### src/shared/urx_pkg.sv
package urx_pkg;
  // Oversampling: sixteen samples per bit.
  localparam int URX_OVS = 16;
  localparam logic [3:0] URX_OVS_LAST = 4'hf;
  localparam logic [3:0] URX_MID_SAMPLE = 4'h7;
  localparam logic [3:0] URX_VOTE_FIRST = 4'h6;
  localparam logic [3:0] URX_VOTE_LAST = 4'h8;
  // Bits after the start bit: 8 or 9 data bits.
  localparam logic [3:0] URX_BITS_EIGHT = 4'h8;
  localparam logic [3:0] URX_BITS_NINE = 4'h9;
  // Receive buffer depth and entry layout {parity_err, frame_err, bit8, data[7:0]}.
  localparam int URX_DEPTH = 2;
  localparam int URX_ENTRY_W = 11;
  localparam int URX_POS_BIT8 = 8;
  localparam int URX_POS_FERR = 9;
  localparam int URX_POS_PERR = 10;
  localparam logic [URX_ENTRY_W-1:0] URX_ENTRY_RST = 11'h000;
  localparam logic [7:0] URX_DATA_RST = 8'h00;
  // Parity type select: 0 even, 1 odd.
  localparam logic URX_PAR_ODD = 1'b1;
  typedef enum logic [4:0] {
    URX_IDLE = 5'h01,
    URX_START = 5'h02,
    URX_DATA = 5'h04,
    URX_STOP = 5'h08,
    URX_WAIT_HIGH = 5'h10
  } urx_state_t;
endpackage

### src/urx_buf.sv
`timescale 1ns/1ps
// Two-entry receive buffer; read data comes out of a register.
module urx_buf
  import urx_pkg::*;
(
  input wire logic clk_sys,
  input wire logic srst,
  input wire logic wr_en,
  input wire logic [URX_ENTRY_W-1:0] wr_data,
  input wire logic rd_en,
  output logic [URX_ENTRY_W-1:0] rd_data,
  output logic [1:0] count
);
  logic [URX_ENTRY_W-1:0] mem [URX_DEPTH];
  logic rd_ptr;
  logic wr_ptr;
  logic do_wr;
  logic do_rd;

  assign do_rd = rd_en && (count != 2'h0);
  assign do_wr = wr_en && ((count != 2'h2) || do_rd);

  always_ff @(posedge clk_sys) begin
    if (srst) begin
      mem[0] <= URX_ENTRY_RST;
      mem[1] <= URX_ENTRY_RST;
    end else if (do_wr) begin
      mem[wr_ptr] <= wr_data;
    end
  end

  always_ff @(posedge clk_sys) begin
    if (srst) begin
      wr_ptr <= 1'b0;
      rd_ptr <= 1'b0;
      count <= 2'h0;
    end else begin
      if (do_wr) wr_ptr <= ~wr_ptr;
      if (do_rd) rd_ptr <= ~rd_ptr;
      count <= count + {1'b0, do_wr} - {1'b0, do_rd};
    end
  end

  // Head register: shows the oldest entry, or a write landing in an empty buffer.
  always_ff @(posedge clk_sys) begin
    if (srst) begin
      rd_data <= URX_ENTRY_RST;
    end else if (do_rd && (count == 2'h2)) begin
      rd_data <= mem[~rd_ptr];
    end else if (do_wr && ((count == 2'h0) || (do_rd && (count == 2'h1)))) begin
      rd_data <= wr_data;
    end
  end
endmodule // urx_buf

### src/urx_receiver.sv
`timescale 1ns/1ps
////////////////////////////////////////////////////////////////////////////////
module urx_receiver
  import urx_pkg::*;
(
  input wire logic clk_sys,
  input wire logic srst,
  input wire logic baud16_tick,
  input wire logic rx_enable,
  input wire logic rx_pin,
  input wire logic nine_bit_select,
  input wire logic parity_enable,
  input wire logic parity_odd,
  input wire logic stop_count_select,
  input wire logic addr_detect_enable,
  input wire logic rx_int_enable,
  input wire logic rx_wake_enable,
  input wire logic tx_empty_int_enable,
  input wire logic tx_idle_int_enable,
  input wire logic tx_empty_flag,
  input wire logic tx_idle_flag,
  input wire logic low_power_idle_mode,
  input wire logic status_access,
  input wire logic data_read,
  output logic [7:0] rx_data_buffer,
  output logic rx_ninth_bit,
  output logic rx_avail_flag,
  output logic overrun_flag,
  output logic noise_flag,
  output logic frame_err_flag,
  output logic parity_err_flag,
  output logic rx_idle_flag,
  output logic wake_req,
  output logic int_req_n
);

  function automatic logic vote3(input logic [2:0] s);
    vote3 = (s[0] & s[1]) | (s[0] & s[2]) | (s[1] & s[2]);
  endfunction

  // The available and error flags and the pop all ask whether the buffer holds a character.
  function automatic logic has_data(input logic [1:0] n);
    has_data = (n != 2'h0);
  endfunction

  urx_state_t state;
  logic [3:0] ovs_cnt;
  logic [3:0] bit_cnt;
  logic [2:0] samples;
  logic [8:0] rx_shift_reg;
  logic parity_acc;
  logic noisy;
  logic stop_bad;
  logic second_stop;
  logic pin_prev;
  logic status_seen;
  logic tx_empty_prev;
  logic tx_idle_prev;
  logic [1:0] buf_count;
  logic [URX_ENTRY_W-1:0] head;
  logic frame_done;
  logic push;
  logic pop;
  logic [URX_ENTRY_W-1:0] push_entry;
  logic last_sample;
  logic bit_level;
  logic bit_noisy;
  logic [3:0] data_bits;
  logic frame_par_err;
  logic frame_fe;
  logic is_break;
  logic addr_bit;
  logic int_event;

  assign data_bits = nine_bit_select ? URX_BITS_NINE : URX_BITS_EIGHT;
  assign last_sample = baud16_tick && (ovs_cnt == URX_OVS_LAST);
  // Each bit is decided by a majority over three samples near the centre.
  assign bit_level = vote3(samples);
  assign bit_noisy = (samples != 3'h0) && (samples != 3'h7);

  ////////////////////////////////////////////////////////////////////////////////
  // Frame sequencer.

  // Previous pin level for the wake-up edge; it resets to the idle high level
  // so a line that is already low when reset ends reads as a falling edge.
  always_ff @(posedge clk_sys) begin
    if (srst) begin
      pin_prev <= 1'b1;
    end else begin
      pin_prev <= rx_pin;
    end
  end

  always_ff @(posedge clk_sys) begin
    if (srst) begin
      state <= URX_IDLE;
      ovs_cnt <= 4'h0;
      bit_cnt <= 4'h0;
      samples <= 3'h0;
      rx_shift_reg <= 9'h000;
      parity_acc <= 1'b0;
      noisy <= 1'b0;
      stop_bad <= 1'b0;
      second_stop <= 1'b0;
    end else if (!rx_enable) begin
      state <= URX_IDLE;
    end else begin
      // The oversample counter runs free between frames; a start edge reloads it
      // so that the three votes fall near the centre of every bit.
      if (baud16_tick) begin
        ovs_cnt <= ovs_cnt + 4'h1;
        if ((ovs_cnt >= URX_VOTE_FIRST) && (ovs_cnt <= URX_VOTE_LAST)) begin
          samples <= {samples[1:0], rx_pin};
        end
      end
      case (state)
        URX_IDLE: begin
          if (baud16_tick && !rx_pin) begin
            state <= URX_START;
            ovs_cnt <= 4'h1;
            noisy <= 1'b0;
            stop_bad <= 1'b0;
            parity_acc <= 1'b0;
            bit_cnt <= 4'h0;
          end
        end
        URX_START: begin
          if (last_sample) begin
            // A start bit that votes high was a glitch; go back to searching.
            state <= bit_level ? URX_IDLE : URX_DATA;
          end
        end
        URX_DATA: begin
          if (last_sample) begin
            // LSB first, so each bit enters at the top and shifts down.
            if (nine_bit_select) begin
              rx_shift_reg <= {bit_level, rx_shift_reg[8:1]};
            end else begin
              rx_shift_reg <= {1'b0, bit_level, rx_shift_reg[7:1]};
            end
            parity_acc <= parity_acc ^ bit_level;
            noisy <= noisy | bit_noisy;
            bit_cnt <= bit_cnt + 4'h1;
            if (bit_cnt == data_bits - 4'h1) begin
              state <= URX_STOP;
              second_stop <= 1'b0;
            end
          end
        end
        URX_STOP: begin
          if (last_sample) begin
            noisy <= noisy | bit_noisy;
            if (stop_count_select && !second_stop) begin
              // Both stop bits must be high when two are selected.
              stop_bad <= !bit_level;
              second_stop <= 1'b1;
            end else if (stop_bad || !bit_level) begin
              // A low stop level may be a break; never mistake it for a start.
              state <= URX_WAIT_HIGH;
            end else begin
              state <= URX_IDLE;
            end
          end
        end
        URX_WAIT_HIGH: begin
          if (rx_pin) begin
            state <= URX_IDLE;
          end
        end
        default: begin
          state <= URX_IDLE;
        end
      endcase
    end
  end

  // The frame ends on the last stop sample; with two stops only after the second.
  assign frame_done = rx_enable && (state == URX_STOP) && last_sample &&
                      (!stop_count_select || second_stop);
  // The break ends after the configured bit count however long the line stays low.
  assign frame_fe = stop_bad || !bit_level;
  assign is_break = frame_fe && (rx_shift_reg == 9'h000);
  // Parity is the last counted data bit, so even parity leaves the running sum at zero.
  assign frame_par_err = parity_enable &&
                         (parity_acc != (parity_odd == URX_PAR_ODD));

  ////////////////////////////////////////////////////////////////////////////////
  // Buffer and flags.

  // A break carries no data: the word is forced to zero while the error bits stay.
  always_comb begin
    push_entry = {frame_par_err, frame_fe, rx_shift_reg};
    if (is_break) begin
      push_entry[URX_POS_BIT8:0] = 9'h000;
    end
  end

  // Overrun: buffer full and no read in this cycle drops the new frame.
  assign push = frame_done;
  assign pop = data_read && status_seen && has_data(buf_count);

  urx_buf u_buf (
    .clk_sys(clk_sys),
    .srst(srst),
    .wr_en(push),
    .wr_data(push_entry),
    .rd_en(pop),
    .rd_data(head),
    .count(buf_count)
  );

  assign rx_data_buffer = head[7:0];
  assign rx_ninth_bit = head[URX_POS_BIT8];
  // The error bits travel with the head character, so they change when it is popped.
  assign frame_err_flag = has_data(buf_count) && head[URX_POS_FERR];
  assign parity_err_flag = has_data(buf_count) && head[URX_POS_PERR];
  assign rx_avail_flag = has_data(buf_count);

  // A status access arms the clearing read; read-only flags clear otherwise only on reset.
  always_ff @(posedge clk_sys) begin
    if (srst) begin
      status_seen <= 1'b0;
    end else if (status_access) begin
      status_seen <= 1'b1;
    end else if (data_read) begin
      status_seen <= 1'b0;
    end
  end

  // Set wins over the clearing sequence in the same cycle.
  always_ff @(posedge clk_sys) begin
    if (srst) begin
      overrun_flag <= 1'b0;
    end else if (push && (buf_count == 2'h2) && !pop) begin
      overrun_flag <= 1'b1;
    end else if (data_read && status_seen) begin
      overrun_flag <= 1'b0;
    end
  end

  always_ff @(posedge clk_sys) begin
    if (srst) begin
      noise_flag <= 1'b0;
    end else if (push && noisy) begin
      noise_flag <= 1'b1;
    end else if (data_read && status_seen) begin
      noise_flag <= 1'b0;
    end
  end

  // A false start or a disabled receiver returns to searching, which counts as idle.
  always_ff @(posedge clk_sys) begin
    if (srst) begin
      rx_idle_flag <= 1'b1;
    end else if (frame_done || !rx_enable) begin
      rx_idle_flag <= 1'b1;
    end else if ((state == URX_START) && last_sample && bit_level) begin
      rx_idle_flag <= 1'b1;
    end else if (state == URX_START) begin
      rx_idle_flag <= 1'b0;
    end
  end

  ////////////////////////////////////////////////////////////////////////////////
  // Interrupt request.

  assign addr_bit = nine_bit_select ? push_entry[8] : push_entry[7];

  // All sources merge into one event; events that meet in one cycle share
  // a single pulse; the flags let software tell them apart, except wake-up, which has none.

  always_comb begin
    int_event = 1'b0;
    if (rx_int_enable && push) begin
      // Address detect qualifies only the data-available source.
      if (!addr_detect_enable || addr_bit) begin
        int_event = 1'b1;
      end
      if (buf_count == 2'h2 && !pop) begin
        int_event = 1'b1;
      end
    end
    // Transmit sources raise a pulse on their rising edge, each by its own enable.
    if (tx_empty_int_enable && tx_empty_flag && !tx_empty_prev) begin
      int_event = 1'b1;
    end
    if (tx_idle_int_enable && tx_idle_flag && !tx_idle_prev) begin
      int_event = 1'b1;
    end
    if (wake_req && rx_int_enable) begin
      int_event = 1'b1;
    end
  end

  // The previous levels reset high: a transmit flag already set when reset
  // ends must not look like a fresh rising edge and raise a stray request.
  always_ff @(posedge clk_sys) begin
    if (srst) begin
      tx_empty_prev <= 1'b1;
      tx_idle_prev <= 1'b1;
    end else begin
      tx_empty_prev <= tx_empty_flag;
      tx_idle_prev <= tx_idle_flag;
    end
  end

  // Wake-up has no flag; it is a one-cycle request on a falling pin edge.
  // The edge is seen only while the system clock runs; a stopped clock needs a detector elsewhere.
  assign wake_req = low_power_idle_mode && rx_wake_enable && rx_int_enable &&
                    pin_prev && !rx_pin;

  // Registered so the low pulse is exactly one clean cycle per event.
  always_ff @(posedge clk_sys) begin
    if (srst) begin
      int_req_n <= 1'b1;
    end else begin
      int_req_n <= !int_event;
    end
  end
endmodule // urx_receiver

### config.mk
export PLATFORM = sky130hd
export DESIGN_NAME = urx_receiver
export DESIGN_NICKNAME = d
export VERILOG_FILES = /design/src/shared/urx_pkg.sv /design/src/urx_buf.sv /design/src/urx_receiver.sv
export SDC_FILE = /design/constraint.sdc
export NUM_CORES = 1
export LEC_CHECK = 0
export ABC_CLOCK_PERIOD_IN_PS = 2600
export BUFFER_PORTS_ARGS = -buffer_cell sky130_fd_sc_hd__buf_2
export CORE_ASPECT_RATIO = 0.75
export CORE_MARGIN = 2
export CORE_UTILIZATION = 45
export CTS_CLUSTER_SIZE = 16
export DETAILED_ROUTE_END_ITERATION = 10
export PLACE_DENSITY_LB_ADDON = 0.12
export RECOVER_POWER = 25
export SYNTH_ARGS = -nofsm -noshare
export SYNTH_HDL_FRONTEND = slang
export SYNTH_SLANG_ARGS = --single-unit
### constraint.sdc
create_clock -name clk_sys -period 2.6 [get_ports clk_sys]
set_clock_uncertainty 0.1 [all_clocks]
set_input_delay 0 -clock clk_sys [delete_from_list [all_inputs] [get_ports clk_sys]]
set_output_delay 0 -clock clk_sys [all_outputs]
set_load 0.01 [all_outputs]
==> metrics.md <==
| Metric | Value |
|---|---|
| Dpl cells | `481` |
| Max reg flops | `22` |
| Wire per inst | `15.3 um` |
| Pwr/cell area | `between 500 and 600 nW/um^2` |
| Fin crit period | `2.33 ns` |
| Hold Path Class | `in2reg` |
| Final WL | `around 7.8 mm` |
| Setup Fix Bufs, Post-CTS | `0` |
| Syn avg cell area | `9.69 um^2` |
| Row cnt | `27` |
| Total nets after synthesis | `a little under 400` |
| Seq cells post-synth | `74` |
| Global route total overflow | `0` |
| Kind of critical path | `reg2reg` |
| Leakage power | `1.52 nW` |
| Synth Warn # | `0` |
| Die Y | `80.6 um` |
| Crit start category | `flop` |
| Area growth, synth to finish | `14.4%` |
| Headroom to the max-slew limit | `59.9%` |
| CTS root buffer | `clkbuf_8` |
| Cell area after synthesis | `around 3500 um^2` |
| Die Span X | `106 um` |
| Synth cell types | `54` |
| Post-synthesis sequential area ratio | `48.4%` |
| Total CTS buffers | `9` |
| Most frequent cells in the layout | `dfxtp_1, nor2_1, nand2_1, and2_1, edfxtp_1` |
| Pwr Total | `2.29 mW` |
| Slowest-stage cell, CP | `a21o_1` |
| Post-synth EDFFs | `22` |
| R2R Setup Slk | `between 0.2 and 0.3 ns` |
| HP Start | `srst` |
| Worst Reg-to-Reg Cells | `5` |
| Min-Delay Path Depth | `2` |
| CP max FO | `11` |
| CP cell instances | `ha_1 > nand3_1 > or2_1 > nor4_4 > a21o_1` |
| Detail Route Antenna Nets | `0` |
| Max Freq | `0.429 GHz` |
| Post-Synthesis Cells | `~360` |
| Setup Viol. Count Final | `0` |
| Reg2reg end | `u_buf.mem[0][10]$_SDFFCE_PN0P_` |
| Setup TNS | `0 ns` |
| Final hold vios | `0` |
| Tcrit/Tclk final | `89.7%` |
| Max VDD drop | `about 0.00028 V` |
| Ant diodes | `0` |
| Synth async-reset ratio | `0%` |
| Post-DR vias/cell | `5.36` |
| # hold bufs at CTS | `12` |
| Share of layout cells above drive strength 1 | `11.8%` |
| Vias in the first global route | `2504` |
| Drt drc | `0` |
| CP Data Required Time | `2.48 ns` |
| PortBufs | `35` |
| CTS tree | `done` |
| RSZ-0062 raised after global routing | `no` |
| Data arrival, critical path | `2.21 ns` |
| First-pass GRT wire length | `12.6 mm` |
| Max-cap viol count | `0` |
| Layout Nets | `~430` |
| Post-DP HPWL | `5.52 mm` |
| Clock Pin Slew Worst Setup and Hold Paths | `0.08 ns` |
| Outcome | `complete, no violations` |
| Starting density of the core | `between 40% and 50%` |
| Full die area | `8550 um^2` |
| Placeable Area | `roughly 7500 um^2` |
| Clock sink total | `74` |
| Non-filler cells in the finished layout | `509` |
| Commonest non-fill, non-tap cell in the layout | `dfxtp_1` |
| Num ports | `36` |
| GRT Util Overall | `19.1%` |
| Reg2Reg Launch Point | `ovs_cnt[0]$_SDFFE_PP0P_` |
| Final GP Congestion | `0.851` |
| CTS H-Tree Depth | `3` |
| Element type at the critical path end | `flop` |
| CTS resizes | `0` |
| Worst path max stage delay | `0.47 ns` |
| Pre-antenna DRT Iters | `7` |
| Largest net degree at the start of global routing | `29` |
| Worst Tran Pin Value | `0.597 ns` |
| Deepest clock path buffer count | `2` |
| Worst skew pair latency | `0.33 ns` |
| Drt initial violations | `134` |
| Initial antenna violation count | `0` |
| Slew Viols, Final | `0` |
| Dominant synthesized flop cell | `dfxtp_1` |
| Routed via count | `approximately 2700` |
| Hold Crit Endpoint | `status_seen$_SDFFE_PP0P_` |
-- stage by stage --
stage	instance area, um^2	hold WS (ns)	util (%)	setup WS [ns]
floorplan	3520	-0.0456	-	0.477
global placement	3720	0.102	49.8	0.357
detailed placement	3720	0.107	49.8	0.255
CTS	4050	0.00579	54.2	0.239
global route	4030	0.0460	53.9	0.0547
finish	4030	0.0173	53.9	0.268
-- report_power, final --
group          internal, mW  total [mW]  switching [mW]  leakage, nW
combinational        0.0519       0.120          0.0683        0.782
clock                 0.540       0.949           0.409        0.105
sequential             1.21        1.22          0.0153        0.635
total                  1.80        2.29           0.493         1.52
-- area by class of cell --
cell class                      instances  area [um^2]
Inverter                                8         30.0
Timing Repair Buffer                   54          325
Clock buffer                           11          131
Tap cell                              101          126
Clock inverter                          5         77.6
Multi-Input combinational cell        256         1630
Sequential cell                        74         1700
Fill cell                             710         3440
-- cell usage after synthesis, types with 3 or more instances --
library cell   n  share of area, %
inv_1          8              0.85
and3_1         6               1.1
nand4_1        5              0.89
nor3_1         4              0.57
a21oi_1       16               2.3
edfxtp_1      22                19
nand3_1       11               1.6
nor2b_1        9               1.6
a221oi_1       8               2.0
or3_1          4              0.71
xor2_1         9               2.2
a211oi_1       5               1.1
clkbuf_1       9              0.96
dfxtp_1       52                30
o21ai_0        5              0.71
and2_1        24               4.3
buf_4          9               1.9
or2_2          5              0.89
ha_1           5               1.8
nor2_1        46               4.9
nand2_1       35               3.7
a21o_1         3              0.64
mux2i_1       17               4.8
buf_6          3              0.96
nand3b_1       3              0.64
nor4_4         3               1.8
xnor2_1        3              0.75
-- cell families (layout without fill, tap and decap cells) --
logic type | after synthesis | after routing | share of synthesized area (%)
XOR/XNOR | 12 | 12 | 2.99
multiplexers | 17 | 17 | 4.84
buffers and inverters | 33 | 78 | 5.23
AO/OA/AOI/OAI | 53 | 53 | 10.8
adder cells (fa/ha/maj) | 6 | 6 | 2.06
AND/OR/NAND/NOR | 168 | 168 | 25.7
flip-flops | 74 | 74 | 48.4
-- routing by layer --
| layer | share of wire, % | vias to the layer above | routed length (um) | global-route usage (%) |
|---|---|---|---|---|
| met5 | 0 | - | 0 | 0 |
| met4 | 1.0 | 0 | 78 | 5.53 |
| met3 | 5.6 | 8 | 438 | 4.06 |
| met2 | 42 | 74 | 3280 | 28.3 |
| met1 | 51 | 1291 | 4010 | 27.7 |
| li1 | - | 1357 | - | - |
-- worst max path at each step --
| stage | slack [ns] | end | from | depth (start not counted) |
|---|---|---|---|---|
| global placement | 0.36 | u_buf.mem[0][0]$_SDFFCE_PN0P_ | ovs_cnt[1]$_SDFFE_PP0P_ | 5 |
| detailed placement | 0.26 | u_buf.mem[0][0]$_SDFFCE_PN0P_ | ovs_cnt[1]$_SDFFE_PP0P_ | 5 |
| finish | 0.27 | u_buf.mem[0][10]$_SDFFCE_PN0P_ | ovs_cnt[0]$_SDFFE_PP0P_ | 5 |
| global route | 0.05 | u_buf.mem[1][5]$_SDFFCE_PN0P_ | ovs_cnt[1]$_SDFFE_PP0P_ | 6 |
| floorplan | 0.48 | u_buf.mem[1][0]$_SDFFCE_PN0P_ | ovs_cnt[1]$_SDFFE_PP0P_ | 7 |
| CTS | 0.24 | u_buf.mem[0][10]$_SDFFCE_PN0P_ | ovs_cnt[1]$_SDFFE_PP0P_ | 5 |
-- worst max-delay path: cells and delay by family (launching register included) --
family                   cells  cell delay, ns
adder cells (fa/ha/maj)      1            0.25
AND/OR/NAND/NOR              3            0.74
flip-flops                   1            0.41
AO/OA/AOI/OAI                1            0.47
Power figures use the tool's default switching activity.
